<file path="config.mk">
export PLATFORM = sky130hd
export DESIGN_NAME = fpes_seq
export DESIGN_NICKNAME = d
export VERILOG_FILES = /design/src/fpes_pkg.sv /design/src/fpes_seq.sv
export SDC_FILE = /design/constraint.sdc
export NUM_CORES = 1
export LEC_CHECK = 0
export BUFFER_PORTS_ARGS = -buffer_cell sky130_fd_sc_hd__buf_2
export CAP_MARGIN = 0
export CORE_UTILIZATION = 45
export DETAILED_ROUTE_END_ITERATION = 6
export GPL_ROUTABILITY_DRIVEN = 0
export GPL_TIMING_DRIVEN = 0
export PLACE_DENSITY_LB_ADDON = 0.1
export REMOVE_ABC_BUFFERS = 1
export SLEW_MARGIN = 20
export SYNTH_ARGS = -nofsm -noshare
export SYNTH_HDL_FRONTEND = slang
export SYNTH_SLANG_ARGS = --single-unit
</file>
<file path="constraint.sdc">
create_clock -name clk -period 2.7 [get_ports clk]
set_input_delay 0.27 -clock clk [delete_from_list [all_inputs] [get_ports clk]]
set_output_delay 0.27 -clock clk [all_outputs]
set_load 0.01 [all_outputs]
</file>
<file path="src/fpes_pkg.sv">
// ==========================================================================
// shared constants and types of the flash program/erase sequencer
package fpes_pkg;

  // ========================================================================
  // register offsets (byte addresses on the bus)
  localparam logic [4:0] FPES_CTRL_OFS  = 5'h00; // flash_control_reg
  localparam logic [4:0] FPES_BND_OFS   = 5'h04; // protect_boundary_reg
  localparam logic [4:0] FPES_ADDR_OFS  = 5'h08; // target flash address
  localparam logic [4:0] FPES_DATA_OFS  = 5'h0c; // flash write port
  localparam logic [4:0] FPES_STAT_OFS  = 5'h10; // sequencer status

  // ========================================================================
  // field positions of flash_control_reg
  localparam int FPES_PGM_BIT   = 0;
  localparam int FPES_ERASE_BIT = 1;
  localparam int FPES_MASS_BIT  = 2;
  localparam int FPES_HV_BIT    = 3;

  // ========================================================================
  // field positions of the status register
  localparam int FPES_ST_PROT_BIT  = 3;
  localparam int FPES_ST_READY_BIT = 4;
  localparam int FPES_ST_STBY_BIT  = 5;
  localparam int FPES_ST_ADDR_LSB  = 16;

  // ========================================================================
  // memory map of the flash array
  localparam logic [15:0] FPES_BND_ADDR   = 16'hff7e; // where the boundary byte lives
  localparam logic [7:0]  FPES_BND_NONE   = 8'hff;    // nothing protected
  localparam int          FPES_ROW_LSB    = 6;        // 64-byte rows
  localparam int          FPES_PAGE_LSB   = 7;        // 128-byte pages

  // ========================================================================
  // reset values
  localparam logic [15:0] FPES_ADDR_RST = 16'h8000;

  // ========================================================================
  // timing: read recovery after high voltage is removed
  localparam int FPES_CLK_MHZ     = 125;
  localparam int FPES_RCV_NS      = 1000; // read_recovery_time, 1 us
  localparam int FPES_RCV_CYC     = (FPES_RCV_NS * FPES_CLK_MHZ + 999) / 1000;
  localparam logic [7:0] FPES_RCV_CNT = 8'(FPES_RCV_CYC);

  // ========================================================================
  // control bits of flash_control_reg
  typedef struct packed {
    logic hv;    // high_voltage_enable
    logic mass;  // whole_array_select
    logic erase; // erase select
    logic program_select;   // program_select
  } fpes_ctrl_t;

  // sequence progress
  typedef enum logic [2:0] {
    FPES_IDLE  = 3'b000,
    FPES_SEL   = 3'b001, // select bit set
    FPES_BRD   = 3'b010, // boundary read done
    FPES_ARMED = 3'b011, // arming write done
    FPES_HV    = 3'b100, // high voltage applied
    FPES_HOLD  = 3'b101  // select cleared, high voltage still on
  } fpes_state_t;

  // one write to the flash array
  typedef struct packed {
    logic        we;
    logic [15:0] addr;
    logic [7:0]  data;
  } fpes_flwr_t;

endpackage

</file>
<file path="src/fpes_seq.sv">
`timescale 1ns/1ps
// ==========================================================================
// Overview of operation
// RQ1: page erase: erase, boundary read, page write
// RQ2: page erase waits before and during high voltage
// RQ3: wait after erase clear, then drop voltage
// RQ4: array erase: erase+whole, boundary read, write
// RQ5: array erase needs longer voltage and hold
// RQ6: monitor failure: arm by writing boundary register
// RQ7: program latches address/data within aligned 64-byte row
// RQ8: program: select, boundary read, row write, voltage
// RQ9: write each byte, wait per byte
// RQ10: never exceed maximum programming time
// RQ11: end programming: clear select, then voltage
// RQ12: erase row before programming it
// RQ13: steps ordered; unrelated accesses do not abort
// RQ14: flash code runs outside flash array
// RQ15: protected target refuses high voltage
// RQ16: boundary read between select and voltage
// RQ17: protect start = 1, bits[14:7], zeros
// RQ18: 00 protects all, FF protects none
// RQ19: boundary byte locked unless test voltage present; code locks it only while the byte is not FF
// RQ20: boundary byte lives in flash, survives reset
// RQ21: wait/stop aborts operation into standby
// RQ22: standby drives all flash controls inactive
// RQ23: erase and program select never both one
// RQ24: voltage only with a select and sequence
// RQ25: track steps, ignore early voltage requests
module fpes_seq
  import fpes_pkg::*;
(
  // clock and reset
  input  wire logic        clk,
  input  wire logic        rst,
  // classic wishbone slave
  input  wire logic        wb_cyc,
  input  wire logic        wb_stb,
  input  wire logic        wb_we,
  input  wire logic [4:0]  wb_adr,
  input  wire logic [3:0]  wb_sel,
  input  wire logic [31:0] wb_dat_w,
  output logic      [31:0] wb_dat_r,
  output logic             wb_ack,
  // system side
  input  wire logic        low_power_req,
  input  wire logic        monitor_sec_fail,
  input  wire logic        test_high_voltage,
  // flash array side
  input  wire logic [7:0]  bnd_byte,
  output logic             fl_pgm,
  output logic             fl_erase,
  output logic             fl_mass,
  output logic             fl_hv,
  output logic             fl_we,
  output logic      [15:0] fl_addr,
  output logic      [7:0]  fl_wdata,
  output logic             fl_read_ready
);

  // ========================================================================
  // helpers
  // protect start address from the boundary byte
  function automatic logic [15:0] prot_start(input logic [7:0] b);
    prot_start = {1'b1, b, 7'h00}; // RQ17
  endfunction

  // the boundary byte itself stays locked with the range, so a locked
  // part cannot open itself up by erasing or programming its own byte
  // target protected for program or erase
  function automatic logic is_prot(input logic [7:0] b, input logic [15:0] a,
                                   input logic whole, input logic tst);
    logic lock;
    lock    = (b != FPES_BND_NONE) && !tst; // RQ18 RQ19
    is_prot = lock && (whole || a >= prot_start(b) || a == FPES_BND_ADDR); // RQ15
  endfunction

  // ========================================================================
  // state
  fpes_ctrl_t  ctrl_r, ctrl_nxt;
  fpes_state_t st_r, st_nxt;
  fpes_flwr_t  wr_r, wr_nxt;
  logic [15:0] addr_r, addr_nxt;
  logic [15:0] tgt_r, tgt_nxt;
  logic        prot_r, prot_nxt;
  logic        stby_r, stby_nxt;
  logic [7:0]  rcv_r, rcv_nxt;
  logic        ready_r, ready_nxt;
  logic        ack_r, ack_nxt;
  logic [31:0] rdat_r, rdat_nxt;

  // bus decode
  logic        req, wr, rd;
  logic        wr_ctrl, wr_bnd, wr_addr, wr_data, rd_bnd;
  fpes_ctrl_t  req_c;
  logic        flash_tgt, row_hit;

  // only a data write with address bit 15 set, or a boundary register write during erase after a monitor failure, counts as an arming write, so ram
  // or register traffic between the steps never disturbs the sequence
  assign req       = wb_cyc && wb_stb && !ack_r;
  assign wr        = req && wb_we;
  assign rd        = req && !wb_we;
  assign wr_ctrl   = wr && wb_adr == FPES_CTRL_OFS && wb_sel[0];
  assign wr_bnd    = wr && wb_adr == FPES_BND_OFS && wb_sel[0];
  assign wr_addr   = wr && wb_adr == FPES_ADDR_OFS;
  assign wr_data   = wr && wb_adr == FPES_DATA_OFS && wb_sel[0];
  assign rd_bnd    = rd && wb_adr == FPES_BND_OFS;
  assign req_c     = fpes_ctrl_t'(wb_dat_w[3:0]);
  assign flash_tgt = addr_r[15];
  assign row_hit   = addr_r[15:FPES_ROW_LSB] == tgt_r[15:FPES_ROW_LSB]; // RQ7

  // ========================================================================
  // bus answer: ack one cycle after request, read data with it
  // ack_r masks the request in the ack cycle, so a master that keeps
  // cyc and stb up is taken only every second cycle
  always_comb begin
    ack_nxt  = req;
    rdat_nxt = 32'h0000_0000;
    if (rd) begin
      case (wb_adr)
        FPES_CTRL_OFS: rdat_nxt = {28'h0000000, ctrl_r};
        FPES_BND_OFS:  rdat_nxt = {24'h000000, bnd_byte}; // RQ20
        FPES_ADDR_OFS: rdat_nxt = {16'h0000, addr_r};
        FPES_STAT_OFS: rdat_nxt = {tgt_r, 10'h000, stby_r, ready_r, prot_r, st_r};
        default:       rdat_nxt = 32'h0000_0000;
      endcase
    end
  end

  // ========================================================================
  // sequence tracking and control bits
  always_comb begin
    ctrl_nxt   = ctrl_r;
    st_nxt     = st_r;
    tgt_nxt    = tgt_r;
    prot_nxt   = prot_r;
    addr_nxt   = addr_r;
    stby_nxt   = stby_r;
    wr_nxt     = wr_r;
    wr_nxt.we  = 1'b0;
    if (wr_addr) begin
      if (wb_sel[0]) addr_nxt[7:0]  = wb_dat_w[7:0];
      if (wb_sel[1]) addr_nxt[15:8] = wb_dat_w[15:8];
    end
    if (low_power_req) begin
      // wait/stop aborts any operation and parks the array
      ctrl_nxt = '0; // RQ21 RQ22
      st_nxt   = FPES_IDLE; // RQ21
      // standby stays marked until the next control write
      stby_nxt = stby_r || ctrl_r != '0; // RQ21
    end else begin
      if (wr_ctrl) begin
        stby_nxt       = 1'b0;
        ctrl_nxt.mass  = req_c.mass;
        // select bits: never both one, never set together
        if (req_c.program_select && req_c.erase && !ctrl_r.program_select && !ctrl_r.erase) begin
          ctrl_nxt.program_select   = 1'b0; // RQ23
          ctrl_nxt.erase = 1'b0; // RQ23
        end else begin
          ctrl_nxt.program_select   = req_c.program_select && !ctrl_r.erase; // RQ23
          ctrl_nxt.erase = req_c.erase && !ctrl_r.program_select; // RQ23
          if (ctrl_r.program_select && req_c.program_select) ctrl_nxt.erase = 1'b0; // RQ23
        end
        // voltage only once select, boundary read and arming are done
        if (req_c.hv && !ctrl_r.hv) begin
          ctrl_nxt.hv = st_r == FPES_ARMED && !prot_r && (ctrl_nxt.program_select || ctrl_nxt.erase); // RQ24 RQ25 RQ15
        end else begin
          ctrl_nxt.hv = req_c.hv && ctrl_r.hv;
        end
        // step tracking
        case (st_r)
          FPES_IDLE: begin
            if (ctrl_nxt.program_select || ctrl_nxt.erase) st_nxt = FPES_SEL;
          end
          FPES_SEL, FPES_BRD, FPES_ARMED: begin
            if (!ctrl_nxt.program_select && !ctrl_nxt.erase) st_nxt = FPES_IDLE;
            else if (ctrl_nxt.hv) st_nxt = FPES_HV;
          end
          FPES_HV: begin
            if (!ctrl_nxt.hv) st_nxt = (ctrl_nxt.program_select || ctrl_nxt.erase) ? FPES_SEL : FPES_IDLE;
            else if (!ctrl_nxt.program_select && !ctrl_nxt.erase) st_nxt = FPES_HOLD; // RQ3 RQ11
          end
          FPES_HOLD: begin
            if (!ctrl_nxt.hv) st_nxt = (ctrl_nxt.program_select || ctrl_nxt.erase) ? FPES_SEL : FPES_IDLE;
          end
          default: st_nxt = FPES_IDLE;
        endcase
      end else if (rd_bnd && st_r == FPES_SEL) begin
        st_nxt = FPES_BRD; // RQ16
      end else if (st_r == FPES_BRD && wr_bnd && monitor_sec_fail && ctrl_r.erase) begin
        // after a failed security check the boundary register is the target
        tgt_nxt  = FPES_BND_ADDR; // RQ6
        prot_nxt = is_prot(bnd_byte, FPES_BND_ADDR, ctrl_r.mass, test_high_voltage); // RQ6 RQ19
        st_nxt   = FPES_ARMED; // RQ6
      end else if (st_r == FPES_BRD && wr_data && flash_tgt) begin
        // arming write latches the page, row or array target
        tgt_nxt  = addr_r; // RQ1 RQ4 RQ7
        prot_nxt = is_prot(bnd_byte, addr_r, ctrl_r.erase && ctrl_r.mass, test_high_voltage); // RQ15
        st_nxt   = FPES_ARMED; // RQ13
      end else if (st_r == FPES_HV && ctrl_r.program_select && wr_data && row_hit) begin
        // data write into the armed row goes to the array
        wr_nxt.we   = 1'b1; // RQ7
        wr_nxt.addr = addr_r; // RQ7
        wr_nxt.data = wb_dat_w[7:0]; // RQ7
      end
    end
  end

  // ========================================================================
  // read recovery after high voltage falls
  // any select or voltage reloads the count; ready rises once it runs
  // out, so the array is never reported readable under voltage
  always_comb begin
    rcv_nxt   = rcv_r;
    ready_nxt = ready_r;
    if (ctrl_nxt.hv || ctrl_nxt.program_select || ctrl_nxt.erase) begin
      rcv_nxt   = FPES_RCV_CNT;
      ready_nxt = 1'b0;
    end else if (rcv_r != 8'h00) begin
      rcv_nxt   = rcv_r - 8'h01;
      ready_nxt = rcv_r == 8'h01;
    end
  end

  // ========================================================================
  // registers
  // no flop here holds the boundary byte: it lives in the array
  always_ff @(posedge clk) begin
    if (rst) begin
      ctrl_r  <= '0;
      st_r    <= FPES_IDLE;
      wr_r    <= '0;
      addr_r  <= FPES_ADDR_RST;
      tgt_r   <= FPES_ADDR_RST;
      prot_r  <= 1'b0;
      stby_r  <= 1'b0;
      rcv_r   <= 8'h00;
      ready_r <= 1'b1;
      ack_r   <= 1'b0;
      rdat_r  <= 32'h0000_0000;
    end else begin
      ctrl_r  <= ctrl_nxt;
      st_r    <= st_nxt;
      wr_r    <= wr_nxt;
      addr_r  <= addr_nxt;
      tgt_r   <= tgt_nxt;
      prot_r  <= prot_nxt;
      stby_r  <= stby_nxt;
      rcv_r   <= rcv_nxt;
      ready_r <= ready_nxt;
      ack_r   <= ack_nxt;
      rdat_r  <= rdat_nxt;
    end
  end

  // outputs straight from flops
  assign wb_ack        = ack_r;
  assign wb_dat_r      = rdat_r;
  assign fl_pgm        = ctrl_r.program_select;
  assign fl_erase      = ctrl_r.erase;
  assign fl_mass       = ctrl_r.mass;
  assign fl_hv         = ctrl_r.hv;
  assign fl_we         = wr_r.we;
  assign fl_addr       = wr_r.addr;
  assign fl_wdata      = wr_r.data;
  assign fl_read_ready = ready_r;

  // ========================================================================
  // checks
  sel_interlock_a: assert property (@(posedge clk) disable iff (rst) // RQ23
    !(fl_pgm && fl_erase)) else $error("program and erase selected together");

  hv_needs_arm_a: assert property (@(posedge clk) disable iff (rst) // RQ25
    $rose(fl_hv) |-> $past(st_r) == FPES_ARMED) else $error("voltage before sequence done");

  hv_needs_sel_a: assert property (@(posedge clk) disable iff (rst) // RQ24
    $rose(fl_hv) |-> (fl_pgm || fl_erase)) else $error("voltage without select");

  prot_block_a: assert property (@(posedge clk) disable iff (rst) // RQ15
    $rose(fl_hv) |-> !prot_r) else $error("voltage on protected target");

  all_prot_a: assert property (@(posedge clk) disable iff (rst) // RQ18
    (st_r == FPES_ARMED && bnd_byte == 8'h00 && !test_high_voltage && $stable(bnd_byte)
     && $past(st_r) == FPES_BRD) |-> prot_r) else $error("zero boundary left target open");

  standby_a: assert property (@(posedge clk) disable iff (rst) // RQ21
    low_power_req |=> (!fl_hv && !fl_pgm && !fl_erase && !fl_mass && st_r == FPES_IDLE))
    else $error("low power did not park the array");

  row_write_a: assert property (@(posedge clk) disable iff (rst) // RQ7
    fl_we |-> (fl_pgm && fl_hv && fl_addr[15:6] == tgt_r[15:6])) else $error("write outside armed row");

  bus_ack_a: assert property (@(posedge clk) disable iff (rst)
    (wb_cyc && wb_stb && !wb_ack) |=> wb_ack ##1 !wb_ack) else $error("ack not one cycle");

  recover_a: assert property (@(posedge clk) disable iff (rst) // RQ3 RQ11
    $fell(fl_hv) && !fl_pgm && !fl_erase && !low_power_req |-> !fl_read_ready [*8])
    else $error("read ready too early after voltage");

  // ========================================================================
  // sequence and protection checks
  stby_mark_a: assert property (@(posedge clk) disable iff (rst) // RQ21
    (low_power_req && (fl_pgm || fl_erase || fl_hv)) |=> stby_r)
    else $error("aborted operation not marked standby");

  set_alone_a: assert property (@(posedge clk) disable iff (rst) // RQ23
    $rose(fl_pgm) |-> !$past(fl_erase))
    else $error("program selected while erase was on");

  we_pulse_a: assert property (@(posedge clk) disable iff (rst) // RQ7
    fl_we |=> !fl_we)
    else $error("program strobe longer than one cycle");

  we_unprot_a: assert property (@(posedge clk) disable iff (rst) // RQ15
    fl_we |-> !prot_r)
    else $error("byte programmed into protected row");

  rd_idle_zero_a: assert property (@(posedge clk) disable iff (rst)
    !wb_ack |-> wb_dat_r == 32'h0000_0000)
    else $error("read data outside acknowledge");

  hv_not_ready_a: assert property (@(posedge clk) disable iff (rst) // RQ3
    fl_hv |-> !fl_read_ready)
    else $error("array readable under high voltage");

  idle_no_hv_a: assert property (@(posedge clk) disable iff (rst) // RQ24
    st_r == FPES_IDLE |-> !fl_hv)
    else $error("voltage on with no operation");

  brd_by_read_a: assert property (@(posedge clk) disable iff (rst) // RQ16
    (st_r == FPES_BRD && $past(st_r) == FPES_SEL) |-> $past(rd_bnd))
    else $error("boundary step without boundary read");

  free_all_a: assert property (@(posedge clk) disable iff (rst) // RQ18
    (st_r == FPES_ARMED && $past(st_r) == FPES_BRD && $past(bnd_byte) == FPES_BND_NONE) |-> !prot_r)
    else $error("erased boundary byte protected a target");

  tst_lifts_a: assert property (@(posedge clk) disable iff (rst) // RQ19
    (st_r == FPES_ARMED && $past(st_r) == FPES_BRD && $past(test_high_voltage)) |-> !prot_r)
    else $error("test voltage did not lift protection");

  mon_target_a: assert property (@(posedge clk) disable iff (rst) // RQ6
    (st_r == FPES_ARMED && $past(st_r) == FPES_BRD && $past(wr_bnd)) |-> tgt_r == FPES_BND_ADDR)
    else $error("monitor arming missed the boundary register");

endmodule // fpes_seq

</file>
==> metrics.md, run 1 <==
| Metric | Value |
|---|---|
| Post-synth EDFFs | `0` |
| Distinct cells, synth | `57` |
| DR vias/cell | `5.28` |
| Worst slew pin tran | `770 ps` |
| Deepest clock path buffer count | `2` |
| Design area | `5430 um^2` |
| Switch Pwr | `0.826 mW` |
| Cts hold-fix bufs | `0` |
| Drt wl/cell | `15.9 um` |
| Data arrival time of the critical path | `2710 ps` |
| Clock transition at path regs | `90 ps` |
| Row cnt | `36` |
| Final Worst Setup Slack | `220 ps` |
| N_diodes | `0` |
| Core Area | `9860 um^2` |
| Static leakage | `2.21 nW` |
| # H-tree levels | `3` |
| CP Cell Sequence | `nand4b_1 > nor4_1 > nand2_1 > nor3_4 > buf_8 > buf_8 > mux2i_1 > nor2_1` |
| Die ar. | `10700 um^2` |
| Worst-path maximum fanout | `13` |
| Mapped Area | `4610 um^2` |
| GRT Total Usage | `0.228` |
| Critical path type | `reg2reg` |
| Die width | `103 um` |
| Root Driver | `clkbuf_8` |
| Final Skew | `roughly 10 ps` |
| Resize count post-CTS | `0` |
| TritonCTS clock tree | `done` |
| Final TNS setup | `0 ps` |
| Post-synthesis register bit count | `108` |
| Ys flop type | `dfxtp_1` |
| Clock power frac | `0.321` |
| Worst setup SP type | `flop` |
| Residual DRC count | `0` |
| Final Cycle Share | `0.919` |
| IO Port Bufs | `101` |
| Detail Route Antenna Nets | `0` |
| Asr flop ratio synth | `0` |
| P_int | `2.36 mW` |
| Synth area leader | `dfxtp_1` |
| Initial antenna violation count | `2` |
| Final Power | `~3.2 mW` |
| I/O pins | `120` |
| Post-CTS Setup Repair Bufs | `0` |
| Post-layout util | `0.550` |
| First-pass GRT wire length | `18.3 mm` |
| Vias | `3800` |
| Post-Route WL | `around 11 mm` |
| Avg Inst Size Synth | `9.30 um^2` |
| Largest family of logic cells by synthesized area | `simple AND/OR/NAND/NOR gates` |
| Share of the synthesized area in the top cell type | `0.469` |
| Post-DP HPWL | `8.35 mm` |
| Sequential fraction of the synthesis area | `0.469` |
| Most used cell, CP | `buf_8` |
| Area grow syn2layout | `17.6%` |
| Area contributors post-synth | `dfxtp_1, mux2i_1, nor2_1` |
| Buf/Inv on CP | `2` |
| Vias in the first global route | `between 3000 and 4000` |
| Dpl ws | `~25 ps` |
| Count of final hold-check violations | `0` |
| Synth warnings | `0` |
| Drt first pass iters | `5` |
| Adder-Cell Fraction of Synth Area | `0.0293` |
| Sw Ratio | `0.259` |
| Gate power share | `0.145` |
| Remaining global-route overflow | `0` |
| Synth cell count leaders | `dfxtp_1, nor2_1, mux2i_1, and2_1` |
| Nets | `about 650` |
| CP required | `between 2000 and 3000 ps` |
| Largest net degree at the start of global routing | `76` |
| Slowest stage delay, CP | `590 ps` |
| Status | `finished, final reports clean` |
| Peak Freq | `0.403 GHz` |
| Sink Count | `108` |
| Number of setup violations in the final report | `0` |
| Starting DRT DRC Count | `184` |
| Clk_lat worst skew | `approximately 370 ps` |
| Post-synthesis mux area share | `0.0960` |
| Setup crit end kind | `flop` |
| Pwr dens | `approximately 600 nW/um^2` |
| Initial Util | `0.468` |
| Share of total power in sequential cells | `0.534` |
| Worst rel slew slack | `0.487` |
| Slowest-stage cell, CP | `dfxtp_1` |
| Max-cap viol count | `0` |
| XOR/XNOR Fraction of Synth Area | `0.0304` |
| Worst IR Drop VDD | `0.364 mV` |
| Count leader, synth | `dfxtp_1` |
| Die Span Y | `103 um` |
| Num CTS Buffers | `9` |
| Delay-heaviest family, CP | `simple AND/OR/NAND/NOR gates` |
| Hold WC Path Type | `in2reg` |
| Placed Area | `5230 um^2` |
| Min Tclk post-route | `2480 ps` |
| RSZ-0062 raised after global routing | `no` |
| Final Slew Violations | `0` |
| Simple-Gate Fraction of Synth Area | `0.227` |
| Post-synthesis compound-gate area fraction | `0.111` |
| Share of cells above drive strength 1 | `0.221` |
| Cells after Synth | `496` |
==> stage by stage <==
step                      hold WS [ps]  cells
final                              143    720
after global routing               132    720
after CTS                          131    720
after detailed placement           445    707
after global placement             443    704
after floorplan                    339    470
==> placed cells by master (no fill, tap or decap), drive strengths merged, types with 10 or more instances in the layout <==
| cell type | Yosys | final |
|---|---|---|
| nor3 | 17 | 17 |
| and2 | 27 | 27 |
| ha | 10 | 10 |
| nor2 | 89 | 89 |
| o21ai | 15 | 15 |
| mux2i | 42 | 42 |
| nand2 | 18 | 18 |
| dfxtp | 108 | 108 |
| buf | 10 | 104 |
| inv | 15 | 16 |
| a21oi | 18 | 18 |
| a211oi | 14 | 14 |
==> cell type report <==
type	instances	area (um^2)
Clock buffer	9	124
Inverter	15	56.3
Clock inverter	4	76.3
Fill cell	928	4440
Timing Repair Buffer	104	553
Tap cell	133	166
Sequential cell	108	2160
Multi-Input combinational cell	347	2290
==> per-layer routing <==
layer / wire, um / share of wire / GRT usage / vias to the layer above
met5: 0 / 0 / 0 / -
met4: 105 / 0.0092 / 0.0585 / 0
met3: 631 / 0.055 / 0.0645 / 10
met2: 5340 / 0.47 / 0.368 / 105
met1: 5350 / 0.47 / 0.302 / 1760
li1: - / - / - / 1925
==> sequential cells by signal, summed over array words and instances (netlist names) <==
signal         count
fl_we              1
fl_wdata           8
tgt_r             16
st_r               3
fl_hv              1
fl_read_ready      1
rcv_r              8
prot_r             1
stby_r             1
fl_erase           1
wb_ack             1
fl_mass            1
fl_pgm             1
wb_dat_r          32
fl_addr           16
addr_r            16
==> worst register-to-register path: stages (launching register included) <==
cell and delay [ps]:
dfxtp_1 590, nand4b_1 180, nor4_1 330, nand2_1 170, nor3_4 430, buf_8 240
buf_8 160, mux2i_1 190, nor2_1 50
==> final timing paths <==
path,cells past startpoint,slack (ps),start,end
setup / recovery,8,220,st_r[2],fl_addr[1]
hold / removal,3,140,wb_dat_w[10],addr_r[10]
setup reg to reg,8,220,st_r[2],fl_addr[1]
hold reg to reg,1,460,tgt_r[0],wb_dat_r[16]
==> cell families (layout without fill, tap and decap cells) <==
| group | after synthesis | count (layout) |
|---|---|---|
| XOR/XNOR | 16 | 16 |
| AO/OA/AOI/OAI | 74 | 74 |
| flip-flops | 108 | 108 |
| adder cells (fa/ha/maj) | 11 | 11 |
| AND/OR/NAND/NOR | 202 | 202 |
| multiplexers | 44 | 44 |
| buffers and inverters | 41 | 132 |
==> power by group through the flow <==
| stage | Clock (mW) | Combinational [mW] | Sequential [mW] |
|---|---|---|---|
| after floorplan | 0 | 0.332 | 1.73 |
| after global placement | 0 | 0.446 | 1.74 |
| after CTS | 1.05 | 0.462 | 1.70 |
| after global routing | 1.13 | 0.529 | 1.72 |
| after detailed placement | 0 | 0.459 | 1.74 |
| final | 1.02 | 0.461 | 1.70 |
Power figures use the tool's default switching activity.
==> run 2, diff against run 1 <==
CORE_UTILIZATION = 35   (was 45)
==> run 2 against run 1 <==
Fmax grew 1.2%. Sequential power is essentially flat. Global-route usage shrank 4.1 points. Clock-buffer cell count grew 1. Hold slack gained 11 ps. Cell area grew 2.5%. Non-clock buffer count is the same. Critical path type unchanged. Clock skew shrank 0.67 ps. Via count grew 1.1%. Routed wire length grew 6.4%. Largest cell class unchanged. Sequential share of layout area shrank 0.98 points. First-iteration DRC count grew 27%.
==> metrics.md, run 2 (synthesis results as in run 1) <==
| Metric | Value |
|---|---|
| Cts hold-fix bufs | `0 (unchanged)` |
| Final Slew Violations | `0 (unchanged)` |
| Post-route insts no fill | `762 (was 720)` |
| First-pass GRT wire length | `19.0 mm (was 18.3 mm)` |
| Worst-path maximum fanout | `5 (was 13)` |
| Most frequent cells in the layout | `dfxtp_1, buf_2, nor2_1, mux2i_1, and2_1 (unchanged)` |
| Worst rel slew slack | `0.461 (was 0.487)` |
| Final Worst Setup Slack | `250 ps (was 220 ps)` |
| Die ar. | `13600 um^2 (was 10700 um^2)` |
| Number of setup violations in the final report | `0 (unchanged)` |
| Min Tclk post-route | `2450 ps (was 2480 ps)` |
| GRT Total Usage | `0.188 (was 0.228)` |
| I/O pins | `120 (unchanged)` |
| Final Skew | `9.06 ps (was 9.72 ps)` |
| Peak Freq | `0.408 GHz (was 0.403 GHz)` |
| Hold WC Path Type | `in2reg (unchanged)` |
| Die width | `117 um (was 103 um)` |
| Data arrival time of the critical path | `2730 ps (was 2710 ps)` |
| Num CTS Buffers | `9 (unchanged)` |
| Drt wl/cell | `16.0 um (was 15.9 um)` |
| Deepest clock path buffer count | `2 (unchanged)` |
| CP required | `2980 ps (was 2930 ps)` |
| Starting DRT DRC Count | `233 (was 184)` |
| Largest net degree at the start of global routing | `76 (unchanged)` |
| Worst hold stages | `3 (unchanged)` |
| Worst r2r path cells | `8 (unchanged)` |
| Sink Count | `108 (unchanged)` |
| Max reg flops | `32 (unchanged)` |
| Clock transition at path regs | `80 ps (was 90 ps)` |
| Count of final hold-check violations | `0 (unchanged)` |
| Post-Route WL | `12.2 mm (was 11.4 mm)` |
| Post-CTS Setup Repair Bufs | `0 (unchanged)` |
| Vias | `3842 (was 3800)` |
| Initial Util | `0.363 (was 0.468)` |
| IO Port Bufs | `101 (unchanged)` |
| Vias in the first global route | `3603 (was 3529)` |
| Max-cap viol count | `0 (unchanged)` |
| Row cnt | `41 (was 36)` |
| Setup crit end kind | `flop (unchanged)` |
| Remaining global-route overflow | `0 (unchanged)` |
| Core Area | `12700 um^2 (was 9860 um^2)` |
| DR vias/cell | `5.04 (was 5.28)` |
| Root Driver | `clkbuf_16 (was clkbuf_8)` |
| Resize count post-CTS | `0 (unchanged)` |
| Worst IR Drop VDD | `0.417 mV (was 0.364 mV)` |
| Drt first pass iters | `6 (was 5)` |
| Nets | `652 (unchanged)` |
| Commonest non-fill, non-tap cell in the layout | `dfxtp_1 (unchanged)` |
| Worst slew pin tran | `805 ps (was 770 ps)` |
| Die Span Y | `117 um (was 103 um)` |
| Worst setup SP type | `flop (unchanged)` |
| Initial antenna violation count | `0 (was 2)` |
| TritonCTS clock tree | `done (unchanged)` |
| Share of cells above drive strength 1 | `0.224 (was 0.221)` |
| Final Cycle Share | `0.908 (was 0.919)` |
| Status | `finished, final reports clean (unchanged)` |
| Residual DRC count | `0 (unchanged)` |
| Post-DP HPWL | `8.84 mm (was 8.35 mm)` |
| Static leakage | `2.25 nW (was 2.21 nW)` |
| N_diodes | `0 (unchanged)` |
| # H-tree levels | `3 (unchanged)` |
| Detail Route Antenna Nets | `0 (unchanged)` |
| Reg2reg setup slack | `250 ps (was 220 ps)` |
| Critical path type | `reg2reg (unchanged)` |
| Placed cells | `746 (was 707)` |
| Dpl ws | `-10.9 ps (was 24.6 ps)` |
| RSZ-0062 raised after global routing | `no (unchanged)` |
| Pwr dens | `618 nW/um^2 (was 588 nW/um^2)` |
| Area grow syn2layout | `20.6% (was 17.6%)` |
| Clk_lat worst skew | `350 ps (was 370 ps)` |
run 2: critical path, stage by stage, from the launching register on:
cell and delay (ps):
dfxtp_1 490, inv_1 140, ha_1 290, or4b_2 570
o21ai_0 170, a2111oi_0 120, nor3_1 250, o311ai_0 170
a21oi_1 170
run 2: metrics by stage:
step	instance area [um^2]	TNS, ps	hold WS, ps	total power [mW]	utilization
2_1_floorplan	4500	0	339	2.06	-
3_5_place_dp	5270	-27.7	451	2.21	0.415
6_report	5560	0	154	3.44	0.437
3_3_place_gp	5220	-14160	445	2.19	0.410
4_1_cts	5560	0	132	3.49	0.437
5_1_grt	5560	0	150	3.61	0.437
run 2: power by group:
group / total [mW] / internal, mW / leakage [nW] / switching [mW]
combinational: 0.465 / 0.203 / 1.25 / 0.261
clock: 1.27 / 0.644 / 0.136 / 0.623
sequential: 1.70 / 1.65 / 0.872 / 0.0558
run 2: cell type report:
cell class	count	area (um^2)
clock buffer	10	229
clock inverter	6	58.8
fill	1338	7160
inverter	15	56.3
multi-input combinational	347	2290
sequential	108	2160
tap	172	215
timing repair buffer	104	553
run 2: final timing paths:
kind                      from           end
setup / recovery     addr_r[7]        prot_r
hold / removal    wb_dat_w[15]    addr_r[15]
setup reg to reg     addr_r[7]        prot_r
hold reg to reg       tgt_r[1]  wb_dat_r[17]
run 2: metal layers:
layer	track usage	vias up	share of wire	wire length (um)
met5	0	-	0	0
met4	0.100	0	0.029	357
met3	0.0489	21	0.066	797
met2	0.291	124	0.44	5350
met1	0.240	1768	0.46	5650
li1	-	1929	-	-
